--- src/inc/mfrs_defines.svh ---
`ifndef MFRS_DEFINES_SVH
`define MFRS_DEFINES_SVH
// ==========================================================
// opcodes
`define MFRS_OP_DUAL 8'hBB
`define MFRS_OP_QUAD 8'hEB
`define MFRS_OP_WORD 8'hE7
`define MFRS_OP_WRAP 8'h77
`define MFRS_OP_MODE_RESET 8'hFF
// ==========================================================
// continuation pair value that keeps continuous mode
`define MFRS_CONT_PAIR 2'h2
// ==========================================================
// last clock index of each phase (clocks minus one)
`define MFRS_OP_LAST 6'h07
`define MFRS_ADDR_LAST_DUAL 6'h0B
`define MFRS_ADDR_LAST_QUAD 6'h05
`define MFRS_MODE_LAST_DUAL 6'h03
`define MFRS_MODE_LAST_QUAD 6'h01
`define MFRS_DUMMY_LAST_QUAD 6'h03
`define MFRS_DUMMY_LAST_WORD 6'h01
`define MFRS_WRAP_LAST 6'h07
// ==========================================================
// wrap setting: {wrap_length_field, wrap_off_bit}, off after reset
`define MFRS_WRAP_RESET 3'h1
`define MFRS_SECTION_MIN 8'h08
// ==========================================================
// output lanes and last beat index of each byte (beats minus one)
`define MFRS_OE_DUAL 4'h3
`define MFRS_OE_QUAD 4'hF
`define MFRS_BEAT_LAST_DUAL 2'h3
`define MFRS_BEAT_LAST_QUAD 2'h1
`endif

--- src/inc/mfrs_pkg.sv ---
package mfrs_pkg;
  // ==========================================================
  // sequencer phases, one-hot
  typedef enum logic [7:0] {
    ST_IDLE = 8'h01,
    ST_CMD = 8'h02,
    ST_ADDR = 8'h04,
    ST_MODE = 8'h08,
    ST_DUMMY = 8'h10,
    ST_DATA = 8'h20,
    ST_WRAP = 8'h40,
    ST_SKIP = 8'h80
  } mfrs_state_e;

  // ==========================================================
  // read flavours, one-hot
  typedef enum logic [2:0] {
    KD_DUAL = 3'h1,
    KD_QUAD = 3'h2,
    KD_WORD = 3'h4
  } mfrs_kind_e;

  // ==========================================================
  // complete sequencer state
  typedef struct packed {
    logic [1:0] sclkSync;
    logic [1:0] csSync;
    logic [7:0] ioSync;
    logic sclkPrev;
    mfrs_state_e state;
    mfrs_kind_e kind;
    logic [5:0] cnt;
    logic [23:0] shiftIn;
    logic cont;
    mfrs_kind_e contKind;
    logic [2:0] wrapBits;
    logic fetching;
    logic req;
    logic stale;
    logic [23:0] addr;
    logic [7:0] outByte;
    logic [1:0] beat;
    logic [3:0] ioOut;
    logic [3:0] ioOe;
  } mfrs_regs_s;
endpackage

--- src/rtl/mfrs_sequencer.sv ---
`timescale 1ns/100ps
`default_nettype none
`include "mfrs_defines.svh"
module mfrs_sequencer import mfrs_pkg::*; #(
  parameter int FIFO_DEPTH = 4
) (
  input wire logic ref_clk,
  input wire logic rst,
  input wire logic flashCsN,
  input wire logic flashSclk,
  input wire logic [3:0] ioIn,
  output logic [3:0] ioOut,
  output logic [3:0] ioOe,
  input wire logic quadLinesEnable,
  output logic memReq,
  output logic [23:0] memAddr,
  input wire logic memAck,
  input wire logic [7:0] memData,
  output logic [2:0] wrapSettingBits,
  output logic continuousActive
);
  localparam mfrs_regs_s RST_VAL = '{
    sclkSync: 2'h0, csSync: 2'h3, ioSync: 8'h00, sclkPrev: 1'b0,
    state: ST_IDLE, kind: KD_DUAL, cnt: 6'h00, shiftIn: 24'h000000,
    cont: 1'b0, contKind: KD_DUAL, wrapBits: `MFRS_WRAP_RESET,
    fetching: 1'b0, req: 1'b0, stale: 1'b0, addr: 24'h000000,
    outByte: 8'h00, beat: 2'h0, ioOut: 4'h0, ioOe: 4'h0
  };

  mfrs_regs_s st;
  mfrs_regs_s next_st;

  logic sclkNow;
  logic riseEv;
  logic fallEv;
  logic csLow;
  logic [3:0] ioNow;
  logic isDual;
  logic [23:0] shiftNext;
  logic [7:0] opcode;
  logic [5:0] addrLast;
  logic [5:0] modeLast;
  logic [5:0] dummyLast;
  logic modeDone;
  logic opDone;
  logic wrapDone;
  logic [1:0] modePair;
  logic [2:0] wrapNew;
  logic [7:0] secMask;
  logic fifoInValid;
  logic fifoInReady;
  logic fifoOutValid;
  logic fifoOutReady;
  logic [7:0] fifoOutData;
  logic [7:0] dataSrc;

  // ==========================================================
  // address step, confined to the wrap section when enabled
  function automatic logic [23:0] stepAddr(input logic [23:0] a, input logic [2:0] w);
    logic [7:0] m;
    logic [7:0] lo;
    m = (`MFRS_SECTION_MIN << w[2:1]) - 8'h01;
    lo = a[7:0] + 8'h01;
    if (w[0]) begin
      stepAddr = a + 24'h000001;
    end else begin
      stepAddr = {a[23:8], (a[7:0] & ~m) | (lo & m)};
    end
  endfunction

  // ==========================================================
  // synchronised pin views and link clock edges
  assign sclkNow = st.sclkSync[1];
  assign riseEv = sclkNow & ~st.sclkPrev;
  assign fallEv = ~sclkNow & st.sclkPrev;
  assign csLow = ~st.csSync[1];
  assign ioNow = st.ioSync[7:4];
  assign isDual = (st.kind == KD_DUAL);

  // lane-wide shift and phase lengths
  assign shiftNext = isDual ? {st.shiftIn[21:0], ioNow[1:0]} : {st.shiftIn[19:0], ioNow};
  assign opcode = {st.shiftIn[6:0], ioNow[0]};
  assign addrLast = isDual ? `MFRS_ADDR_LAST_DUAL : `MFRS_ADDR_LAST_QUAD;
  assign modeLast = isDual ? `MFRS_MODE_LAST_DUAL : `MFRS_MODE_LAST_QUAD;
  assign dummyLast = (st.kind == KD_WORD) ? `MFRS_DUMMY_LAST_WORD : `MFRS_DUMMY_LAST_QUAD;

  // phase completion strobes
  assign modeDone = (st.state == ST_MODE) && riseEv && (st.cnt == modeLast);
  assign opDone = (st.state == ST_CMD) && riseEv && (st.cnt == `MFRS_OP_LAST);
  assign wrapDone = (st.state == ST_WRAP) && riseEv && (st.cnt == `MFRS_WRAP_LAST);
  assign modePair = shiftNext[5:4];
  assign wrapNew = {shiftNext[6:5], shiftNext[4]};
  assign secMask = (`MFRS_SECTION_MIN << st.wrapBits[2:1]) - 8'h01;

  // queue hand-off: push fresh array bytes, pop on each byte start
  assign fifoInValid = memAck & st.req & ~st.stale & st.fetching;
  assign fifoOutReady = (st.state == ST_DATA) && fallEv && (st.beat == 2'h0) && csLow;
  assign dataSrc = (st.beat != 2'h0) ? st.outByte : (fifoOutValid ? fifoOutData : 8'h00);

  // ==========================================================
  // byte queue in the data path
  mfrs_fifo #(
    .WIDTH(8),
    .DEPTH(FIFO_DEPTH)
  ) u_fifo (
    .clk(ref_clk),
    .rst(rst),
    .flush(~csLow),
    .inValid(fifoInValid),
    .inReady(fifoInReady),
    .inData(memData),
    .outValid(fifoOutValid),
    .outReady(fifoOutReady),
    .outData(fifoOutData)
  );

  // ==========================================================
  // next-state logic
  always_comb begin
    next_st = st;
    next_st.sclkSync = {st.sclkSync[0], flashSclk};
    next_st.csSync = {st.csSync[0], flashCsN};
    next_st.ioSync = {st.ioSync[3:0], ioIn};
    next_st.sclkPrev = st.sclkSync[1];

    // array fetch: one request in flight, only while the queue has room
    if (st.req && memAck) begin
      next_st.req = 1'b0;
      next_st.stale = 1'b0;
      if (!st.stale && st.fetching) begin
        // dual reads never wrap; the setting belongs to quad and word reads
        next_st.addr = stepAddr(st.addr, st.wrapBits | {2'b00, isDual});
      end
    end else if (st.fetching && !st.req && fifoInReady) begin
      next_st.req = 1'b1;
    end

    // frame sequencing
    unique case (st.state)
      ST_IDLE: begin
        if (csLow) begin
          next_st.cnt = 6'h00;
          if (st.cont) begin
            next_st.state = ST_ADDR;
            next_st.kind = st.contKind;
          end else begin
            next_st.state = ST_CMD;
          end
        end
      end
      ST_CMD: begin
        if (riseEv) begin
          next_st.shiftIn = {st.shiftIn[22:0], ioNow[0]};
          next_st.cnt = st.cnt + 6'h01;
          if (opDone) begin
            next_st.cnt = 6'h00;
            next_st.state = ST_SKIP;
            unique case (opcode)
              `MFRS_OP_DUAL: begin
                next_st.state = ST_ADDR;
                next_st.kind = KD_DUAL;
              end
              `MFRS_OP_QUAD: begin
                if (quadLinesEnable) begin
                  next_st.state = ST_ADDR;
                  next_st.kind = KD_QUAD;
                end
              end
              `MFRS_OP_WORD: begin
                if (quadLinesEnable) begin
                  next_st.state = ST_ADDR;
                  next_st.kind = KD_WORD;
                end
              end
              `MFRS_OP_WRAP: begin
                next_st.state = ST_WRAP;
                next_st.kind = KD_QUAD;
              end
              `MFRS_OP_MODE_RESET: next_st.cont = 1'b0;
              default: next_st.state = ST_SKIP;
            endcase
          end
        end
      end
      ST_ADDR: begin
        if (riseEv) begin
          next_st.shiftIn = shiftNext;
          next_st.cnt = st.cnt + 6'h01;
          if (st.cnt == addrLast) begin
            next_st.addr = shiftNext;
            next_st.fetching = 1'b1;
            next_st.cnt = 6'h00;
            next_st.state = ST_MODE;
          end
        end
      end
      ST_MODE: begin
        if (riseEv) begin
          next_st.shiftIn = shiftNext;
          next_st.cnt = st.cnt + 6'h01;
          if (modeDone) begin
            // only the continuation pair decides; all-ones also resets
            next_st.cont = (modePair == `MFRS_CONT_PAIR);
            next_st.contKind = st.kind;
            next_st.cnt = 6'h00;
            next_st.beat = 2'h0;
            next_st.state = isDual ? ST_DATA : ST_DUMMY;
          end
        end
      end
      ST_DUMMY: begin
        if (riseEv) begin
          next_st.cnt = st.cnt + 6'h01;
          if (st.cnt == dummyLast) begin
            next_st.state = ST_DATA;
          end
        end
      end
      ST_DATA: begin
        // new lanes appear after each falling link edge
        if (fallEv) begin
          if (isDual) begin
            next_st.ioOut = {2'b00, dataSrc[7:6]};
            next_st.outByte = {dataSrc[5:0], 2'b00};
            next_st.ioOe = `MFRS_OE_DUAL;
          end else begin
            next_st.ioOut = dataSrc[7:4];
            next_st.outByte = {dataSrc[3:0], 4'h0};
            next_st.ioOe = `MFRS_OE_QUAD;
          end
          if (st.beat == 2'h0) begin
            next_st.beat = isDual ? `MFRS_BEAT_LAST_DUAL : `MFRS_BEAT_LAST_QUAD;
          end else begin
            next_st.beat = st.beat - 2'h1;
          end
        end
      end
      ST_WRAP: begin
        if (riseEv) begin
          next_st.shiftIn = shiftNext;
          next_st.cnt = st.cnt + 6'h01;
          if (wrapDone) begin
            next_st.wrapBits = wrapNew;
            next_st.state = ST_SKIP;
          end
        end
      end
      ST_SKIP: begin
        next_st.cnt = 6'h00;
      end
      default: next_st = RST_VAL;
    endcase

    // deselect ends every frame; a late array answer is discarded
    if (!csLow) begin
      next_st.state = ST_IDLE;
      next_st.ioOe = 4'h0;
      next_st.fetching = 1'b0;
      next_st.beat = 2'h0;
      next_st.cnt = 6'h00;
      if (st.req && !memAck) begin
        next_st.stale = 1'b1;
      end
    end
  end

  // ==========================================================
  // state register
  always_ff @(posedge ref_clk or posedge rst) begin
    if (rst) begin
      st <= RST_VAL;
    end else begin
      st <= next_st;
    end
  end

  // outputs straight from state flops
  assign ioOut = st.ioOut;
  assign ioOe = st.ioOe;
  assign memReq = st.req;
  assign memAddr = st.addr;
  assign wrapSettingBits = st.wrapBits;
  assign continuousActive = st.cont;
endmodule
`default_nettype wire

--- src/rtl/mfrs_fifo.sv ---
`timescale 1ns/100ps
`default_nettype none
// ==========================================================
// small byte queue between array fetch and serializer
module mfrs_fifo #(
  parameter int WIDTH = 8,
  parameter int DEPTH = 4
) (
  input wire logic clk,
  input wire logic rst,
  input wire logic flush,
  input wire logic inValid,
  output logic inReady,
  input wire logic [WIDTH-1:0] inData,
  output logic outValid,
  input wire logic outReady,
  output logic [WIDTH-1:0] outData
);
  localparam int PW = $clog2(DEPTH);
  localparam logic [PW:0] FULL = (PW+1)'(DEPTH);

  typedef struct packed {
    logic [DEPTH-1:0][WIDTH-1:0] mem;
    logic [PW-1:0] rdPtr;
    logic [PW-1:0] wrPtr;
    logic [PW:0] count;
  } mfrs_fifo_s;

  mfrs_fifo_s st;
  mfrs_fifo_s next_st;
  logic doPush;
  logic doPop;

  // honest flags from the occupancy count
  assign inReady = (st.count != FULL);
  assign outValid = (st.count != '0);
  assign outData = st.mem[st.rdPtr];
  assign doPush = inValid & inReady;
  assign doPop = outValid & outReady;

  // pointer and count update; flush empties without touching storage
  always_comb begin
    next_st = st;
    if (doPush) begin
      next_st.mem[st.wrPtr] = inData;
      next_st.wrPtr = st.wrPtr + 1'b1;
    end
    if (doPop) begin
      next_st.rdPtr = st.rdPtr + 1'b1;
    end
    unique case ({doPush, doPop})
      2'b10: next_st.count = st.count + 1'b1;
      2'b01: next_st.count = st.count - 1'b1;
      default: next_st.count = st.count;
    endcase
    if (flush) begin
      next_st.rdPtr = '0;
      next_st.wrPtr = '0;
      next_st.count = '0;
    end
  end

  // state register
  always_ff @(posedge clk or posedge rst) begin
    if (rst) begin
      st <= '0;
    end else begin
      st <= next_st;
    end
  end
endmodule
`default_nettype wire

--- config.mk ---
export PLATFORM = sky130hd
export DESIGN_NAME = mfrs_sequencer
export DESIGN_NICKNAME = d
export VERILOG_FILES = /design/src/inc/mfrs_pkg.sv /design/src/rtl/mfrs_sequencer.sv /design/src/rtl/mfrs_fifo.sv
export VERILOG_INCLUDE_DIRS = /design/src /design/src/inc
export SDC_FILE = /design/constraint.sdc
export NUM_CORES = 1
export LEC_CHECK = 0
export BUFFER_PORTS_ARGS = -buffer_cell sky130_fd_sc_hd__buf_4
export CORE_UTILIZATION = 35
export DETAILED_ROUTE_END_ITERATION = 12
export PLACE_DENSITY = 0.55
export SLEW_MARGIN = 20
export SYNTH_ARGS = -nofsm -noshare
export SYNTH_HDL_FRONTEND = slang
export SYNTH_SLANG_ARGS = --single-unit
export TNS_END_PERCENT = 20
--- constraint.sdc ---
create_clock -name ref_clk -period 13 [get_ports ref_clk]
set_input_delay 2.6 -clock ref_clk [delete_from_list [all_inputs] [get_ports ref_clk]]
set_output_delay 2.6 -clock ref_clk [all_outputs]
set_load 0.05 [all_outputs]
==> qor.csv <==
stage,metric,value,unit
sta,fmax,228,MHz
route,via_per_inst,5.36,
sta,fin_tns_setup,0,ps
route,drt-initial-drc-count,406,
power_and_ir_drop,p_per_area,174,nW/um^2
synthesis,synth_cell_types,68,
route,drt-total-wl,18400,um
clock_network,clk_latency,430,ps
clock_network,cts.repair.resized,0,
floorplanning,fp.dieH,150,um
sta,rsz0062_at_grt,false,
synthesis,netlist_area,7650,um^2
clock_network,numClockSinks,139,
sta,worst_pin_slew,1030,ps
sta,finalCriticalPeriod,4390,ps
global_routing,grt_max_degree,81,
cells_and_area,antennaDiodeCount,0,
setup_path,critPathLaunchType,input pin,
route,wl_per_cell,17.2,um
power_and_ir_drop,leakagePower,3.66,nW
synthesis,synth_common_cells,"dfrtp_1, nor2_1, a21oi_1",
min_path,min_path_type,reg2reg,
place,hpwl,12700,um
synthesis,synth_seq_cells,139,
floorplanning,core,21200,um^2
cells_and_area,seqCellArea,3490,um^2
cells_and_area,fillers,2107,
sta,setup_viol,0,
clock_network,post_cts_buffers,0,
clock_network,cts-root-buf,clkbuf_16,
cells_and_area,synthToLayoutAreaGrowth,13.3,%
global_routing,grt_pass1_vias,5561,
power_and_ir_drop,p_total,1.51,mW
clock_network,cts_buffers,17,
global_routing,gr-total-overflow,0,
sta,hold_slack,459,ps
cells_and_area,multi_input_area,3690,um^2
setup_path,cp_data_arrival_time,4650,ps
synthesis,yosys.area.top_type_share,43.5,%
synthesis,yosysSeqAreaShare,45.5,%
synthesis,yosysMostFrequentCell,dfrtp_1,
floorplanning,initial_core_util,36.1,%
outcome,status,"complete, no violations",
sta,finalCritPeriodShare,33.7,%
clock_network,clkTransAtPathRegs,70,ps
synthesis,synthesis.nets,803,
floorplanning,num_rows,53,
global_routing,track_usage,17.3,%
clock_network,postCtsHoldBufs,0,
sta,slew_headroom,30.6,%
setup_path,path_class,in2reg,
cells_and_area,layout.nets,809,
setup_path,worstPathMaxFanout,8,
synthesis,synthCells,777,
sta,slew_violations,0,
cells_and_area,post-route-util,40.9,%
setup_path,cp-end-kind,register,
global_routing,grt_pass1_wl,29800,um
floorplanning,die_x,150,um
route,drtPass1Iterations,5,
floorplanning,dieArea,22500,um^2
clock_network,cts_tree,done,
route,post-route-drc-count,0,
clock_network,cts_buffer_depth,2,
global_routing,antenna_found_initial,0,
synthesis,synth_edf_count,0,
sta,final_hold_viol_count,0,
clock_network,cts_max_level,4,
synthesis,avgSynthCellArea,9.85,um^2
power_and_ir_drop,max-vdd-ir-drop,94.9,uV
place,numPortBuffers,54,
synthesis,yosysWarnings,0,
synthesis,synthArstFlopShare,100,%
synthesis,ys_top_cells_by_area,"dfrtp_1, mux2_2, a21oi_1",
route,ant_nets,0,
synthesis,ys.flop_type,dfrtp_1,
route,vias,5738,
synthesis,yosys.area.top_type,dfrtp_1,
setup_path,r2r_setup_slack,9760,ps
floorplanning,pin_count,55,
sta,finalClockSkew,12.5,ps
setup_path,critPathRequiredTime,13270,ps
cells_and_area,drive_gt1_share,20.3,%
place,place.gp.congestion,0.850,
run,drv_cap,0,
metal layers:
metal  track usage (%)  wire, um  share of wire, %  up-vias
met3              3.69       746               4.0       15
met4              5.20       224               1.2        0
met1              24.5      9180                50     2827
met5                 0         0                 0        -
met2              26.2      8300                45      129
li1                  -         -                 -     2767
placed cells by master, fill, tap and decap left out, types with 23 or more instances in the layout:
master | Yosys | layout
o22ai_1 | 28 | 28
a21oi_1 | 63 | 62
mux2_2 | 36 | 36
buf_4 | 35 | 61
nor2_1 | 83 | 83
o21ai_0 | 23 | 23
xnor2_1 | 26 | 26
dfrtp_1 | 133 | 133
nand2_1 | 55 | 55
mux2i_1 | 27 | 27
final timing paths:
| path | from | depth (start not counted) | to |
|---|---|---|---|
| max in group asynchronous | rst | 3 | wrapSettingBits[2] |
| worst min-delay path | st[94] | 1 | ioNow[0] |
| worst min register to register | st[94] | 1 | ioNow[0] |
| worst max register to register | st[82] | 7 | memAddr[5] |
| worst max-delay path | memAck | 7 | memAddr[13] |
| min in group asynchronous | rst | 2 | u_fifo.st[20] |
through the flow:
stage	area (um^2)	std cells	setup slack [ps]
after global placement	8040	1039	8250
after CTS	8660	1070	8610
after detailed placement	8040	1039	8160
after global routing	8670	1070	8450
after floorplan	7650	777	6690
final	8670	1070	8610
sequential cells by signal, summed over array words and instances, names as in the netlist:
name and cells:
ioOe 2, ioOut 4, wrapSettingBits 3, memAddr 24, st 53, opcode 7, sclkNow 1, ioNow 4
memReq 1, continuousActive 1, u_fifo.st 39
power by group:
group	switching, mW	internal [mW]
clock	0.189	0.329
sequential	0.0756	0.496
combinational	0.272	0.151
critical path, cell delays in order:
cell     delay, ps
buf_4          100
and4b_1        480
nand4_1        370
or3b_2         600
nor4_1         250
xnor2_1        160
o22ai_1        100
kinds of logic after synthesis:
logic type,count (synthesis),synth area share (%)
adder cells (fa/ha/maj),8,1.41
XOR/XNOR,33,3.78
flip-flops,139,45.5
AO/OA/AOI/OAI,153,11.9
AND/OR/NAND/NOR,280,19.5
buffers and inverters,93,6.69
multiplexers,71,11.2
layout make-up:
cell class                 count  share of cell area (%)
clock buffer                  19                    5.22
clock inverter                12                    1.98
inverter                      19                   0.880
multi-input combinational    545                    42.5
sequential                   139                    40.2
tap                          275                    3.97
timing repair buffer          61                    5.28
Power figures use the tool's default switching activity.
